$ cat src/core/supervisor_pkg.sv
// Purpose: Shared constants and types of the supply supervisor gating logic.
// Assumes: A 50 MHz system clock; timeout periods are counted in base ticks.
// Notes: A base tick is 1 ms in the fixed modes, one oscillator edge otherwise.
package supervisor_pkg;

  // System clock.
  localparam int CLK_MHZ = 50;

  // Fixed-mode periods in milliseconds.
  localparam int WD_LONG_MS = 1600;
  localparam int WD_SHORT_MS = 100;
  localparam int RST_MS = 200;

  // External-oscillator periods in oscillator clocks.
  localparam int EXT_WD_CLOCKS = 1024;
  localparam int EXT_WD_AFTER_CLOCKS = 4096;
  localparam int EXT_RST_CLOCKS = 2048;

  // Least kick pulse, power-down grace and the 1 ms base tick.
  localparam int KICK_MIN_NS = 100;
  localparam int KICK_MIN_CYC = (KICK_MIN_NS * CLK_MHZ + 999) / 1000;
  localparam int CE_GRACE_NS = 12000;
  localparam int CE_GRACE_CYC = (CE_GRACE_NS * CLK_MHZ) / 1000;
  localparam int TICK_US = 1000;
  localparam int TICK_CYC = TICK_US * CLK_MHZ;

  // Reset values of the registered outputs.
  localparam logic RST_RESET_N = 1'b0;
  localparam logic RST_WD_EXPIRED_N = 1'b1;
  localparam logic RST_CE_OUT_N = 1'b1;

  localparam int CNT_W = 16;
  typedef logic [CNT_W-1:0] cnt_t;

  typedef enum logic [1:0] {tm_fixed_long, tm_fixed_short, tm_external} timing_mode_e;
  typedef enum logic [1:0] {gate_open, gate_grace, gate_closed} gate_state_e;

endpackage

$ cat src/core/supervisor_if.sv
// Purpose: Carriers between the supervisor top and its helper modules.
// Assumes: All signals but the raw inputs of cond_if and the external-mode tick of timer_if, taken from the raw oscillator pin, are in the mclk domain.
// Notes: One timer_if per timeout counter.
`timescale 1ns/100ps
interface cond_if;
  logic thr_raw;
  logic bat_raw;
  logic pf_raw;
  logic kick_raw;
  logic open_raw;
  logic thr;
  logic bat;
  logic pf;
  logic open;
  logic kick_edge;
  modport top (output thr_raw, bat_raw, pf_raw, kick_raw, open_raw,
               input thr, bat, pf, open, kick_edge);
  modport cond (input thr_raw, bat_raw, pf_raw, kick_raw, open_raw,
                output thr, bat, pf, open, kick_edge);
endinterface

interface timer_if;
  logic restart;
  logic tick;
  supervisor_pkg::cnt_t limit;
  logic expired;
  modport ctrl (output restart, tick, limit, input expired);
  modport timer (input restart, tick, limit, output expired);
endinterface

$ cat src/core/input_conditioner.sv
// Purpose: Synchronises comparator results and filters the watchdog kick.
// Assumes: Raw inputs may change at any time relative to mclk.
// Notes: A kick level must hold for the least pulse time before it counts.
`timescale 1ns/100ps
module input_conditioner
(
  // Clock and reset.
  input wire logic mclk,
  input wire logic rstn,
  // Raw and conditioned signals.
  cond_if.cond c
);

  logic [4:0] meta_r;
  logic [4:0] sync_r;
  logic kick_level_r;
  logic [7:0] kick_cnt_r;

  always_ff @(posedge mclk or negedge rstn)
  begin
    if (!rstn)
    begin
      meta_r <= 5'h00;
      sync_r <= 5'h00;
    end
    else
    begin
      meta_r <= {c.open_raw, c.kick_raw, c.pf_raw, c.bat_raw, c.thr_raw};
      sync_r <= meta_r;
    end
  end

  assign c.thr = sync_r[0];
  assign c.bat = sync_r[1];
  assign c.pf = sync_r[2];
  assign c.open = sync_r[4];

  // A new kick level is accepted only after it has stood long enough.
  always_ff @(posedge mclk or negedge rstn)
  begin
    if (!rstn)
    begin
      kick_level_r <= 1'b0;
      kick_cnt_r <= 8'h00;
      c.kick_edge <= 1'b0;
    end
    else
    begin
      c.kick_edge <= 1'b0;
      if (sync_r[3] == kick_level_r)
        kick_cnt_r <= 8'h00;
      else if (kick_cnt_r == 8'(supervisor_pkg::KICK_MIN_CYC - 1))
      begin
        kick_level_r <= sync_r[3];
        kick_cnt_r <= 8'h00;
        c.kick_edge <= 1'b1;
      end
      else
        kick_cnt_r <= kick_cnt_r + 8'h01;
    end
  end

endmodule

$ cat src/core/timeout_counter.sv
// Purpose: Counts base ticks up to a limit and flags the timeout.
// Assumes: Limit is stable while counting.
// Notes: The count saturates at the limit until restarted.
`timescale 1ns/100ps
module timeout_counter
(
  // Clock and reset.
  input wire logic mclk,
  input wire logic rstn,
  // Control.
  timer_if.timer t
);

  supervisor_pkg::cnt_t cnt_r;

  always_ff @(posedge mclk or negedge rstn)
  begin
    if (!rstn)
      cnt_r <= '0;
    else if (t.restart)
      cnt_r <= '0;
    else if (t.tick && (cnt_r < t.limit))
      cnt_r <= cnt_r + supervisor_pkg::cnt_t'(1);
  end

  assign t.expired = (cnt_r >= t.limit);

endmodule

$ cat src/core/supply_supervisor_gating_logic.sv
// Purpose: Reset, watchdog, chip-enable gating and backup control of a supply supervisor.
// Assumes: Comparator results arrive as digital levels; straps read high when floating.
// Notes: Analog switching is reduced to flags; the block is cleared when rstn falls.
`timescale 1ns/100ps
module supply_supervisor_gating_logic
#(
  parameter int TICK_CYCLES = supervisor_pkg::TICK_CYC
)
(
  // Clock and reset.
  input wire logic mclk,
  input wire logic rstn,
  // Comparator results.
  input wire logic supply_below_threshold,
  input wire logic supply_below_battery,
  input wire logic power_fail_sense_in,
  // Timing straps.
  input wire logic timing_select_strap,
  input wire logic timing_oscillator_input,
  // Watchdog.
  input wire logic watchdog_kick_in,
  input wire logic watchdog_kick_open,
  output logic watchdog_expired_n,
  // Chip-enable gate.
  input wire logic chip_enable_in_n,
  output logic chip_enable_in_accept,
  output logic chip_enable_out_n,
  // Reset outputs; the active-high one is open drain.
  output logic reset_n,
  output logic reset_hi_o,
  output logic reset_hi_oe_n,
  // Status flags.
  output logic supply_low_flag,
  output logic power_fail_flag_n,
  output logic battery_on,
  output logic switched_supply_from_cell
);

  cond_if cif ();
  timer_if rst_t ();
  timer_if wd_t ();

  supervisor_pkg::timing_mode_e mode_r;
  supervisor_pkg::gate_state_e gate_r;
  supervisor_pkg::gate_state_e gate_nxt;
  logic [31:0] div_r;
  logic ms_tick_r;
  logic osc_prev_r;
  logic tick;
  logic reset_active_r;
  logic after_reset_r;
  logic backup_r;
  logic wd_enable;
  logic wd_fire;
  logic [15:0] grace_r;
  logic [15:0] grace_nxt;

  // Picks the timing mode from the two strap levels.
  function automatic supervisor_pkg::timing_mode_e decode_mode(input logic sel,
                                                               input logic osc);
    supervisor_pkg::timing_mode_e m;
    if (!sel)
      m = supervisor_pkg::tm_external;
    else if (!osc)
      m = supervisor_pkg::tm_fixed_short;
    else
      m = supervisor_pkg::tm_fixed_long;
    return m;
  endfunction

  // Watchdog limit in base ticks.
  function automatic supervisor_pkg::cnt_t wd_limit(input supervisor_pkg::timing_mode_e m,
                                                    input logic after);
    supervisor_pkg::cnt_t l;
    case (m)
      supervisor_pkg::tm_external:
        l = after ? supervisor_pkg::cnt_t'(supervisor_pkg::EXT_WD_AFTER_CLOCKS)
                  : supervisor_pkg::cnt_t'(supervisor_pkg::EXT_WD_CLOCKS);
      supervisor_pkg::tm_fixed_short:
        l = after ? supervisor_pkg::cnt_t'(supervisor_pkg::WD_LONG_MS)
                  : supervisor_pkg::cnt_t'(supervisor_pkg::WD_SHORT_MS);
      default:
        l = supervisor_pkg::cnt_t'(supervisor_pkg::WD_LONG_MS);
    endcase
    return l;
  endfunction

  // Reset timeout in base ticks.
  function automatic supervisor_pkg::cnt_t rst_limit(input supervisor_pkg::timing_mode_e m);
    supervisor_pkg::cnt_t l;
    if (m == supervisor_pkg::tm_external)
      l = supervisor_pkg::cnt_t'(supervisor_pkg::EXT_RST_CLOCKS);
    else
      l = supervisor_pkg::cnt_t'(supervisor_pkg::RST_MS);
    return l;
  endfunction

  // Comparator and kick conditioning.
  assign cif.thr_raw = supply_below_threshold;
  assign cif.bat_raw = supply_below_battery;
  assign cif.pf_raw = power_fail_sense_in;
  assign cif.kick_raw = watchdog_kick_in;
  assign cif.open_raw = watchdog_kick_open;

  input_conditioner u_cond
  (
    .mclk(mclk),
    .rstn(rstn),
    .c(cif)
  );

  // Backup mode needs both conditions; battery-on alone is not enough.
  always_ff @(posedge mclk or negedge rstn)
  begin
    if (!rstn)
      backup_r <= 1'b0;
    else
      backup_r <= cif.thr && cif.bat;
  end

  // Straps are frozen while in backup, as they float there.
  always_ff @(posedge mclk or negedge rstn)
  begin
    if (!rstn)
      mode_r <= supervisor_pkg::tm_fixed_long;
    else if (!backup_r)
      mode_r <= decode_mode(timing_select_strap, timing_oscillator_input);
  end

  // Base tick: a 1 ms divider or a rising edge of the oscillator pin.
  always_ff @(posedge mclk or negedge rstn)
  begin
    if (!rstn)
    begin
      div_r <= 32'h0000_0000;
      ms_tick_r <= 1'b0;
    end
    else if (div_r == 32'(TICK_CYCLES - 1))
    begin
      div_r <= 32'h0000_0000;
      ms_tick_r <= 1'b1;
    end
    else
    begin
      div_r <= div_r + 32'h0000_0001;
      ms_tick_r <= 1'b0;
    end
  end

  always_ff @(posedge mclk or negedge rstn)
  begin
    if (!rstn)
      osc_prev_r <= 1'b0;
    else
      osc_prev_r <= timing_oscillator_input;
  end

  assign tick = (mode_r == supervisor_pkg::tm_external)
                ? (timing_oscillator_input && !osc_prev_r && !backup_r)
                : ms_tick_r;

  // Reset timer runs only while reset is held and the supply is good.
  assign rst_t.restart = cif.thr || wd_fire;
  assign rst_t.tick = tick && reset_active_r;
  assign rst_t.limit = rst_limit(mode_r);

  timeout_counter u_rst_timer
  (
    .mclk(mclk),
    .rstn(rstn),
    .t(rst_t)
  );

  // The watchdog sleeps while the supply is low, the kick pin floats or reset is held.
  assign wd_enable = !cif.thr && !cif.open && !backup_r && !reset_active_r;
  assign wd_t.restart = !wd_enable || cif.kick_edge;
  assign wd_t.tick = tick;
  assign wd_t.limit = wd_limit(mode_r, after_reset_r);
  assign wd_fire = wd_enable && wd_t.expired;

  timeout_counter u_wd_timer
  (
    .mclk(mclk),
    .rstn(rstn),
    .t(wd_t)
  );

  // Reset is held from the low supply until the timeout after recovery.
  // The power-fail result deliberately has no path into this logic.
  always_ff @(posedge mclk or negedge rstn)
  begin
    if (!rstn)
      reset_active_r <= 1'b1;
    else if (cif.thr || wd_fire)
      reset_active_r <= 1'b1;
    else if (reset_active_r && rst_t.expired)
      reset_active_r <= 1'b0;
  end

  // The first watchdog period after a reset uses the long limit.
  always_ff @(posedge mclk or negedge rstn)
  begin
    if (!rstn)
      after_reset_r <= 1'b1;
    else if (reset_active_r)
      after_reset_r <= 1'b1;
    else if (cif.kick_edge || wd_fire)
      after_reset_r <= 1'b0;
  end

  // Expired flag stays low until a kick, a low supply, a floating kick pin or backup; a fire in a kick's cycle wins, matching reset.
  always_ff @(posedge mclk or negedge rstn)
  begin
    if (!rstn)
      watchdog_expired_n <= supervisor_pkg::RST_WD_EXPIRED_N;
    else if (wd_fire)
      watchdog_expired_n <= 1'b0;
    else if (cif.kick_edge || cif.thr || cif.open || backup_r)
      watchdog_expired_n <= 1'b1;
  end

  // Chip-enable gate sequencing.
  always_comb
  begin
    gate_nxt = gate_r;
    grace_nxt = grace_r;
    case (gate_r)
      supervisor_pkg::gate_open:
      begin
        grace_nxt = 16'h0000;
        if (reset_active_r)
          gate_nxt = chip_enable_in_n ? supervisor_pkg::gate_closed
                                      : supervisor_pkg::gate_grace;
      end
      supervisor_pkg::gate_grace:
      begin
        grace_nxt = grace_r + 16'h0001;
        if (chip_enable_in_n || (grace_r == 16'(supervisor_pkg::CE_GRACE_CYC - 1)))
          gate_nxt = supervisor_pkg::gate_closed;
      end
      supervisor_pkg::gate_closed:
      begin
        grace_nxt = 16'h0000;
        if (!reset_active_r)
          gate_nxt = supervisor_pkg::gate_open;
      end
      default:
      begin
        grace_nxt = 16'h0000;
        gate_nxt = supervisor_pkg::gate_closed;
      end
    endcase
  end

  always_ff @(posedge mclk or negedge rstn)
  begin
    if (!rstn)
    begin
      gate_r <= supervisor_pkg::gate_closed;
      grace_r <= 16'h0000;
    end
    else
    begin
      gate_r <= gate_nxt;
      grace_r <= grace_nxt;
    end
  end

  // The output lags the input by one clock; the gate itself is not combinational.
  always_ff @(posedge mclk or negedge rstn)
  begin
    if (!rstn)
    begin
      chip_enable_out_n <= supervisor_pkg::RST_CE_OUT_N;
      chip_enable_in_accept <= 1'b0;
    end
    else if (gate_nxt == supervisor_pkg::gate_closed || backup_r)
    begin
      chip_enable_out_n <= 1'b1;
      chip_enable_in_accept <= 1'b0;
    end
    else
    begin
      chip_enable_out_n <= chip_enable_in_n;
      chip_enable_in_accept <= 1'b1;
    end
  end

  // Reset outputs; the open-drain one only sinks while reset is off.
  always_ff @(posedge mclk or negedge rstn)
  begin
    if (!rstn)
    begin
      reset_n <= supervisor_pkg::RST_RESET_N;
      reset_hi_o <= 1'b0;
      reset_hi_oe_n <= 1'b1;
    end
    else
    begin
      reset_n <= !reset_active_r && !backup_r;
      reset_hi_o <= 1'b0;
      reset_hi_oe_n <= reset_active_r || backup_r;
    end
  end

  // Status flags.
  always_ff @(posedge mclk or negedge rstn)
  begin
    if (!rstn)
    begin
      supply_low_flag <= 1'b0;
      power_fail_flag_n <= 1'b0;
      battery_on <= 1'b0;
      switched_supply_from_cell <= 1'b0;
    end
    else
    begin
      supply_low_flag <= !cif.thr && !backup_r;
      power_fail_flag_n <= cif.pf && !backup_r;
      battery_on <= cif.bat || backup_r;
      switched_supply_from_cell <= backup_r;
    end
  end

endmodule

$ cat config.mk
export PLATFORM = sky130hd
export DESIGN_NAME = supply_supervisor_gating_logic
export DESIGN_NICKNAME = d
export VERILOG_FILES = /design/src/core/supervisor_pkg.sv /design/src/core/supervisor_if.sv /design/src/core/input_conditioner.sv /design/src/core/timeout_counter.sv /design/src/core/supply_supervisor_gating_logic.sv
export SDC_FILE = /design/constraint.sdc
export NUM_CORES = 1
export LEC_CHECK = 0
export ABC_CLOCK_PERIOD_IN_PS = 2370
export BUFFER_PORTS_ARGS = -buffer_cell sky130_fd_sc_hd__clkbuf_2
export CAP_MARGIN = 10
export CORE_ASPECT_RATIO = 0.75
export CORE_MARGIN = 2
export CORE_UTILIZATION = 56
export DETAILED_ROUTE_END_ITERATION = 8
export PLACE_DENSITY = 0.87
export SLEW_MARGIN = 10
export SYNTH_ARGS = -nofsm -noshare
export SYNTH_HDL_FRONTEND = slang
export SYNTH_HIERARCHICAL = 1
export SYNTH_SLANG_ARGS = --single-unit
$ cat constraint.sdc
create_clock -name mclk -period 2.37 [get_ports mclk]
set_input_delay 0.1185 -clock mclk [delete_from_list [all_inputs] [get_ports mclk]]
set_output_delay 0.1185 -clock mclk [all_outputs]
set_load 0.1 [all_outputs]
==> impl_metrics.csv <==
group,metric,value,unit
floorplan,die_h,95.83,um
job,maxCapViolCount,0,
route,drc,0,
cts,numCtsBuffers,17,
floorplan,ios,20,
cells_and_area,seq_area,2962,um2
route,drt_iter0_markers,454,
cells_and_area,layout.nets,790,
power_and_ir_drop,switching_share,0.2413,
logic_synthesis,synth_area_per_cell,9.853,um2
logic_synthesis,synth_top_flop_cell,"dfrtp_1",
power_and_ir_drop,power_switching,1.289,mW
route,ant_nets,0,
grt,grt_pass1_vias,5731,
placement,dp_cells,831,
cts,clockRootBuffer,"clkbuf_16",
worst_setup_path,critical-path-max-stage-delay,0.46,ns
worst_setup_path,path_class,"flip-flop to flip-flop",
grt,antenna_found_initial,0,
timing,period_needed,2.828,ns
worst_setup_path,cp_data_required_time,2.67,ns
timing,tightest_slew,0.7232,ns
cells_and_area,multi_input_area,3503,um2
logic_synthesis,ys_types,59,
route,vias,5642,
cts,numClockSinks,118,
cells_and_area,area_growth,28.08,%
placement,dpl_worst_slack,-0.4360,ns
placement,dp_hpwl,9.820,mm
power_and_ir_drop,vdd_drop_max,0.0005661,V
power_and_ir_drop,clkPwrFrac,0.512,
logic_synthesis,synth-seq-area-share,0.4702,
worst_setup_path,cp_max_fo,3,
placement,dpl_cell_area,6784,um2
status,violations,"setup timing",
cells_and_area,insertedDiodeCount,0,
power_and_ir_drop,p_comb_frac,0.093,
timing,finalHoldViolCount,0,
grt,grt.total_usage,0.2898,
timing,final.period_utilization,1.193,
logic_synthesis,synth-edff-count,0,
cells_and_area,fill_cells,645,
floorplan,die_w,126.4,um
timing,slew_headroom,0.5116,
status,status,"complete, but fails checks",
timing,rsz0062_at_grt,"yes",
logic_synthesis,synth_seq_cells,118,
worst_setup_path,crit_path_end_kind,"flip-flop",
floorplan,initial_core_util,0.5754,
cts,clock_latency,0.42,ns
power_and_ir_drop,power_frac_seq,0.395,
logic_synthesis,syn_area,6296,um2
grt,grt_overflow,0,
timing,tns,-11.59,ns
worst_setup_path,arrival,3.12,ns
logic_synthesis,synthCells,639,
floorplan,dieArea,12120,um2
floorplan,core-area,10940,um2
power_and_ir_drop,p_leak,3.447,nW
logic_synthesis,ys_warn_count,6,
timing,drv_slew,0,
cells_and_area,drive_gt1_frac,0.2367,
worst_setup_path,slowest_stage,"dfrtp_2",
cts,cts_tree,"built",
route,routed_via_density,6.325,
power_and_ir_drop,p_int,4.054,mW
cells_and_area,final_area,8064,um2
hold_path,hold_class,"primary input to async pin",
route,wirelength,17.83,mm
floorplan,rows,33,
worst_setup_path,start_kind,"flip-flop",
placement,gp_congestion,0.8757,
cts,htreeDepth,4,
cts,clockBufferDepth,2,
route,wl_per_cell,19.99,um
power_and_ir_drop,power_density,662.6,nW/um2
timing,fin_worst_skew,0.009652,ns
grt,grt_max_degree,43,
logic_synthesis,ys_async_sr_fraction,1.000,
cts,path_clk_slew,0.06,ns
cells_and_area,final_cells,892,
grt,grt_pass1_wl,27.53,mm
placement,numPortBuffers,18,
worst_setup_path,crit_chain,"ha_4, inv_4, and3_4, inv_2, ha_4, nand4_1, buf_4, inv_4, a211oi_4, buf_6, nand4_1, nor2_1, mux2_2",
power_and_ir_drop,total_power,5.343,mW
route,first_pass_iters,7,
timing,setup_ws,-0.4584,ns
timing,final-setup-viol-count,35,
timing,fmax,0.3536,GHz
==> flip-flops by register name (all words and copies together), names as in the netlist, 2 cells and up <==
| name | flops |
|---|---|
| div_r | 32 |
| grace_r | 16 |
| u_rst_timer/cnt_r | 16 |
| u_wd_timer/cnt_r | 16 |
| u_cond/kick_cnt_r | 8 |
| u_cond/meta_r | 5 |
| u_cond/sync_r | 5 |
| gate_r | 2 |
| mode_r | 2 |
==> per-layer routing <==
layer / track usage / vias to the layer above / wire (um)
met2: 0.5138 / 306 / 8807
met3: 0.07615 / 111 / 1177
met5: 0 / - / 0
met1: 0.3262 / 2765 / 6779
met4: 0.1529 / 0 / 1068
li1: - / 2460 / -
==> cell usage in the layout, fill, tap and decap left out, types with 4 or more instances in the layout <==
cell type,n
and3_1,16
nand4_1,26
dfstp_2,6
nor4_1,11
xnor2_1,35
buf_4,33
clkbuf_8,5
or4_1,8
a21oi_2,11
inv_2,4
o21ai_1,10
nor3_1,9
xor2_1,12
o21ai_0,19
nand2_1,35
dlygate4sd3_1,9
nor2_1,38
conb_1,23
and4_1,4
ha_1,33
dfrtp_1,111
nand3_1,29
buf_6,14
nor2b_1,6
clkbuf_2,17
or3_1,16
inv_4,4
a21oi_1,33
clkbuf_16,17
inv_1,48
ha_4,8
or3_4,5
nand3_4,5
o31ai_1,8
==> cell usage after synthesis (all sizes together) (3+ instances only) <==
cell / instances / area share
a21oi: 47 / 0.037
and2: 4 / 0.0040
and3: 20 / 0.020
and4: 4 / 0.0056
buf: 9 / 0.0076
clkbuf: 7 / 0.0044
dfrtp: 112 / 0.45
dfstp: 6 / 0.025
ha: 41 / 0.081
inv: 56 / 0.033
mux2: 3 / 0.0060
mux2i: 3 / 0.0048
nand2: 39 / 0.023
nand2b: 3 / 0.0030
nand3: 34 / 0.032
nand4: 27 / 0.028
nor2: 40 / 0.024
nor2b: 7 / 0.0070
nor3: 11 / 0.010
nor4: 12 / 0.014
o211ai: 3 / 0.0036
o21ai: 33 / 0.026
o31ai: 8 / 0.0095
or2: 3 / 0.0030
or3: 21 / 0.021
or4: 10 / 0.013
xnor2: 35 / 0.049
xor2: 13 / 0.018
==> path summary, 6_finish.rpt <==
| path | start | end | slack, ns | cells past startpoint |
|---|---|---|---|---|
| worst max-delay path | mode_r[1] | u_wd_timer/cnt_r[6] | -0.46 | 13 |
| max in group asynchronous | rstn | div_r[15] | 1.35 | 3 |
| worst min register to register | u_cond/meta_r[2] | u_cond/sync_r[2] | 0.35 | 0 |
| min in group mclk | watchdog_kick_open | u_cond/meta_r[4] | 0.34 | 2 |
| worst min-delay path | rstn | u_rst_timer/cnt_r[11] | 0.24 | 2 |
| worst max register to register | mode_r[1] | u_wd_timer/cnt_r[6] | -0.46 | 13 |
==> worst max-delay path, delay by kind of cell, from the launching register on <==
kind,cells,cell delay (ns)
AND/OR/NAND/NOR,4,0.68
multiplexers,1,0.35
adder cells (fa/ha/maj),2,0.49
AO/OA/AOI/OAI,1,0.25
buffers and inverters,5,0.45
flip-flops,1,0.46
==> power by group through the flow <==
stage          Combinational, mW  Sequential (mW)  Clock [mW]
6_report                   0.496             2.11        2.74
5_1_grt                    0.534             2.12        2.83
4_1_cts                    0.444             2.11        2.72
2_1_floorplan              0.215             2.16           0
3_3_place_gp               0.349             2.13           0
3_5_place_dp               0.374             2.14           0
==> through the flow <==
step / utilization / hold WS [ns]
after global routing: 0.7370 / 0.3027
after floorplan: - / -0.1771
after global placement: 0.6200 / 0.1269
after CTS: 0.7184 / 0.2650
final: 0.7370 / 0.2355
after detailed placement: 0.6200 / 0.1292
==> final cells by class <==
type,instances,area share
flip-flops and latches,118,0.3673
clock buffers,25,0.06268
inverters,56,0.02731
multi-input cells,473,0.4344
clock inverters,7,0.01458
repair buffers,73,0.07199
well taps,140,0.02172
==> repair_timing <==
item / 4_1_cts / 5_1_grt
pin swaps: 29 / 24
setup buffers: 12 / 8
setup endpoints to repair: 34 / 35
gates cloned: 2 / 0
gates resized for setup: 58 / 39
endpoints found under the hold margin: 45 / 0
hold buffers: 9 / 0
==> logic make-up after synthesis <==
| family | Yosys count | synth area share |
|---|---|---|
| AOI/OAI and AO/OA | 111 | 0.1057 |
| xor gates and xnor gates | 48 | 0.06677 |
| adders and majority gates | 41 | 0.08148 |
| buffers and inverters | 72 | 0.04531 |
| DFF | 118 | 0.4702 |
| muxes | 6 | 0.01073 |
| other | 1 | 0.0005956 |
| and+or+nand+nor | 242 | 0.2192 |
Note: power is estimated with default switching activity, not from simulation.
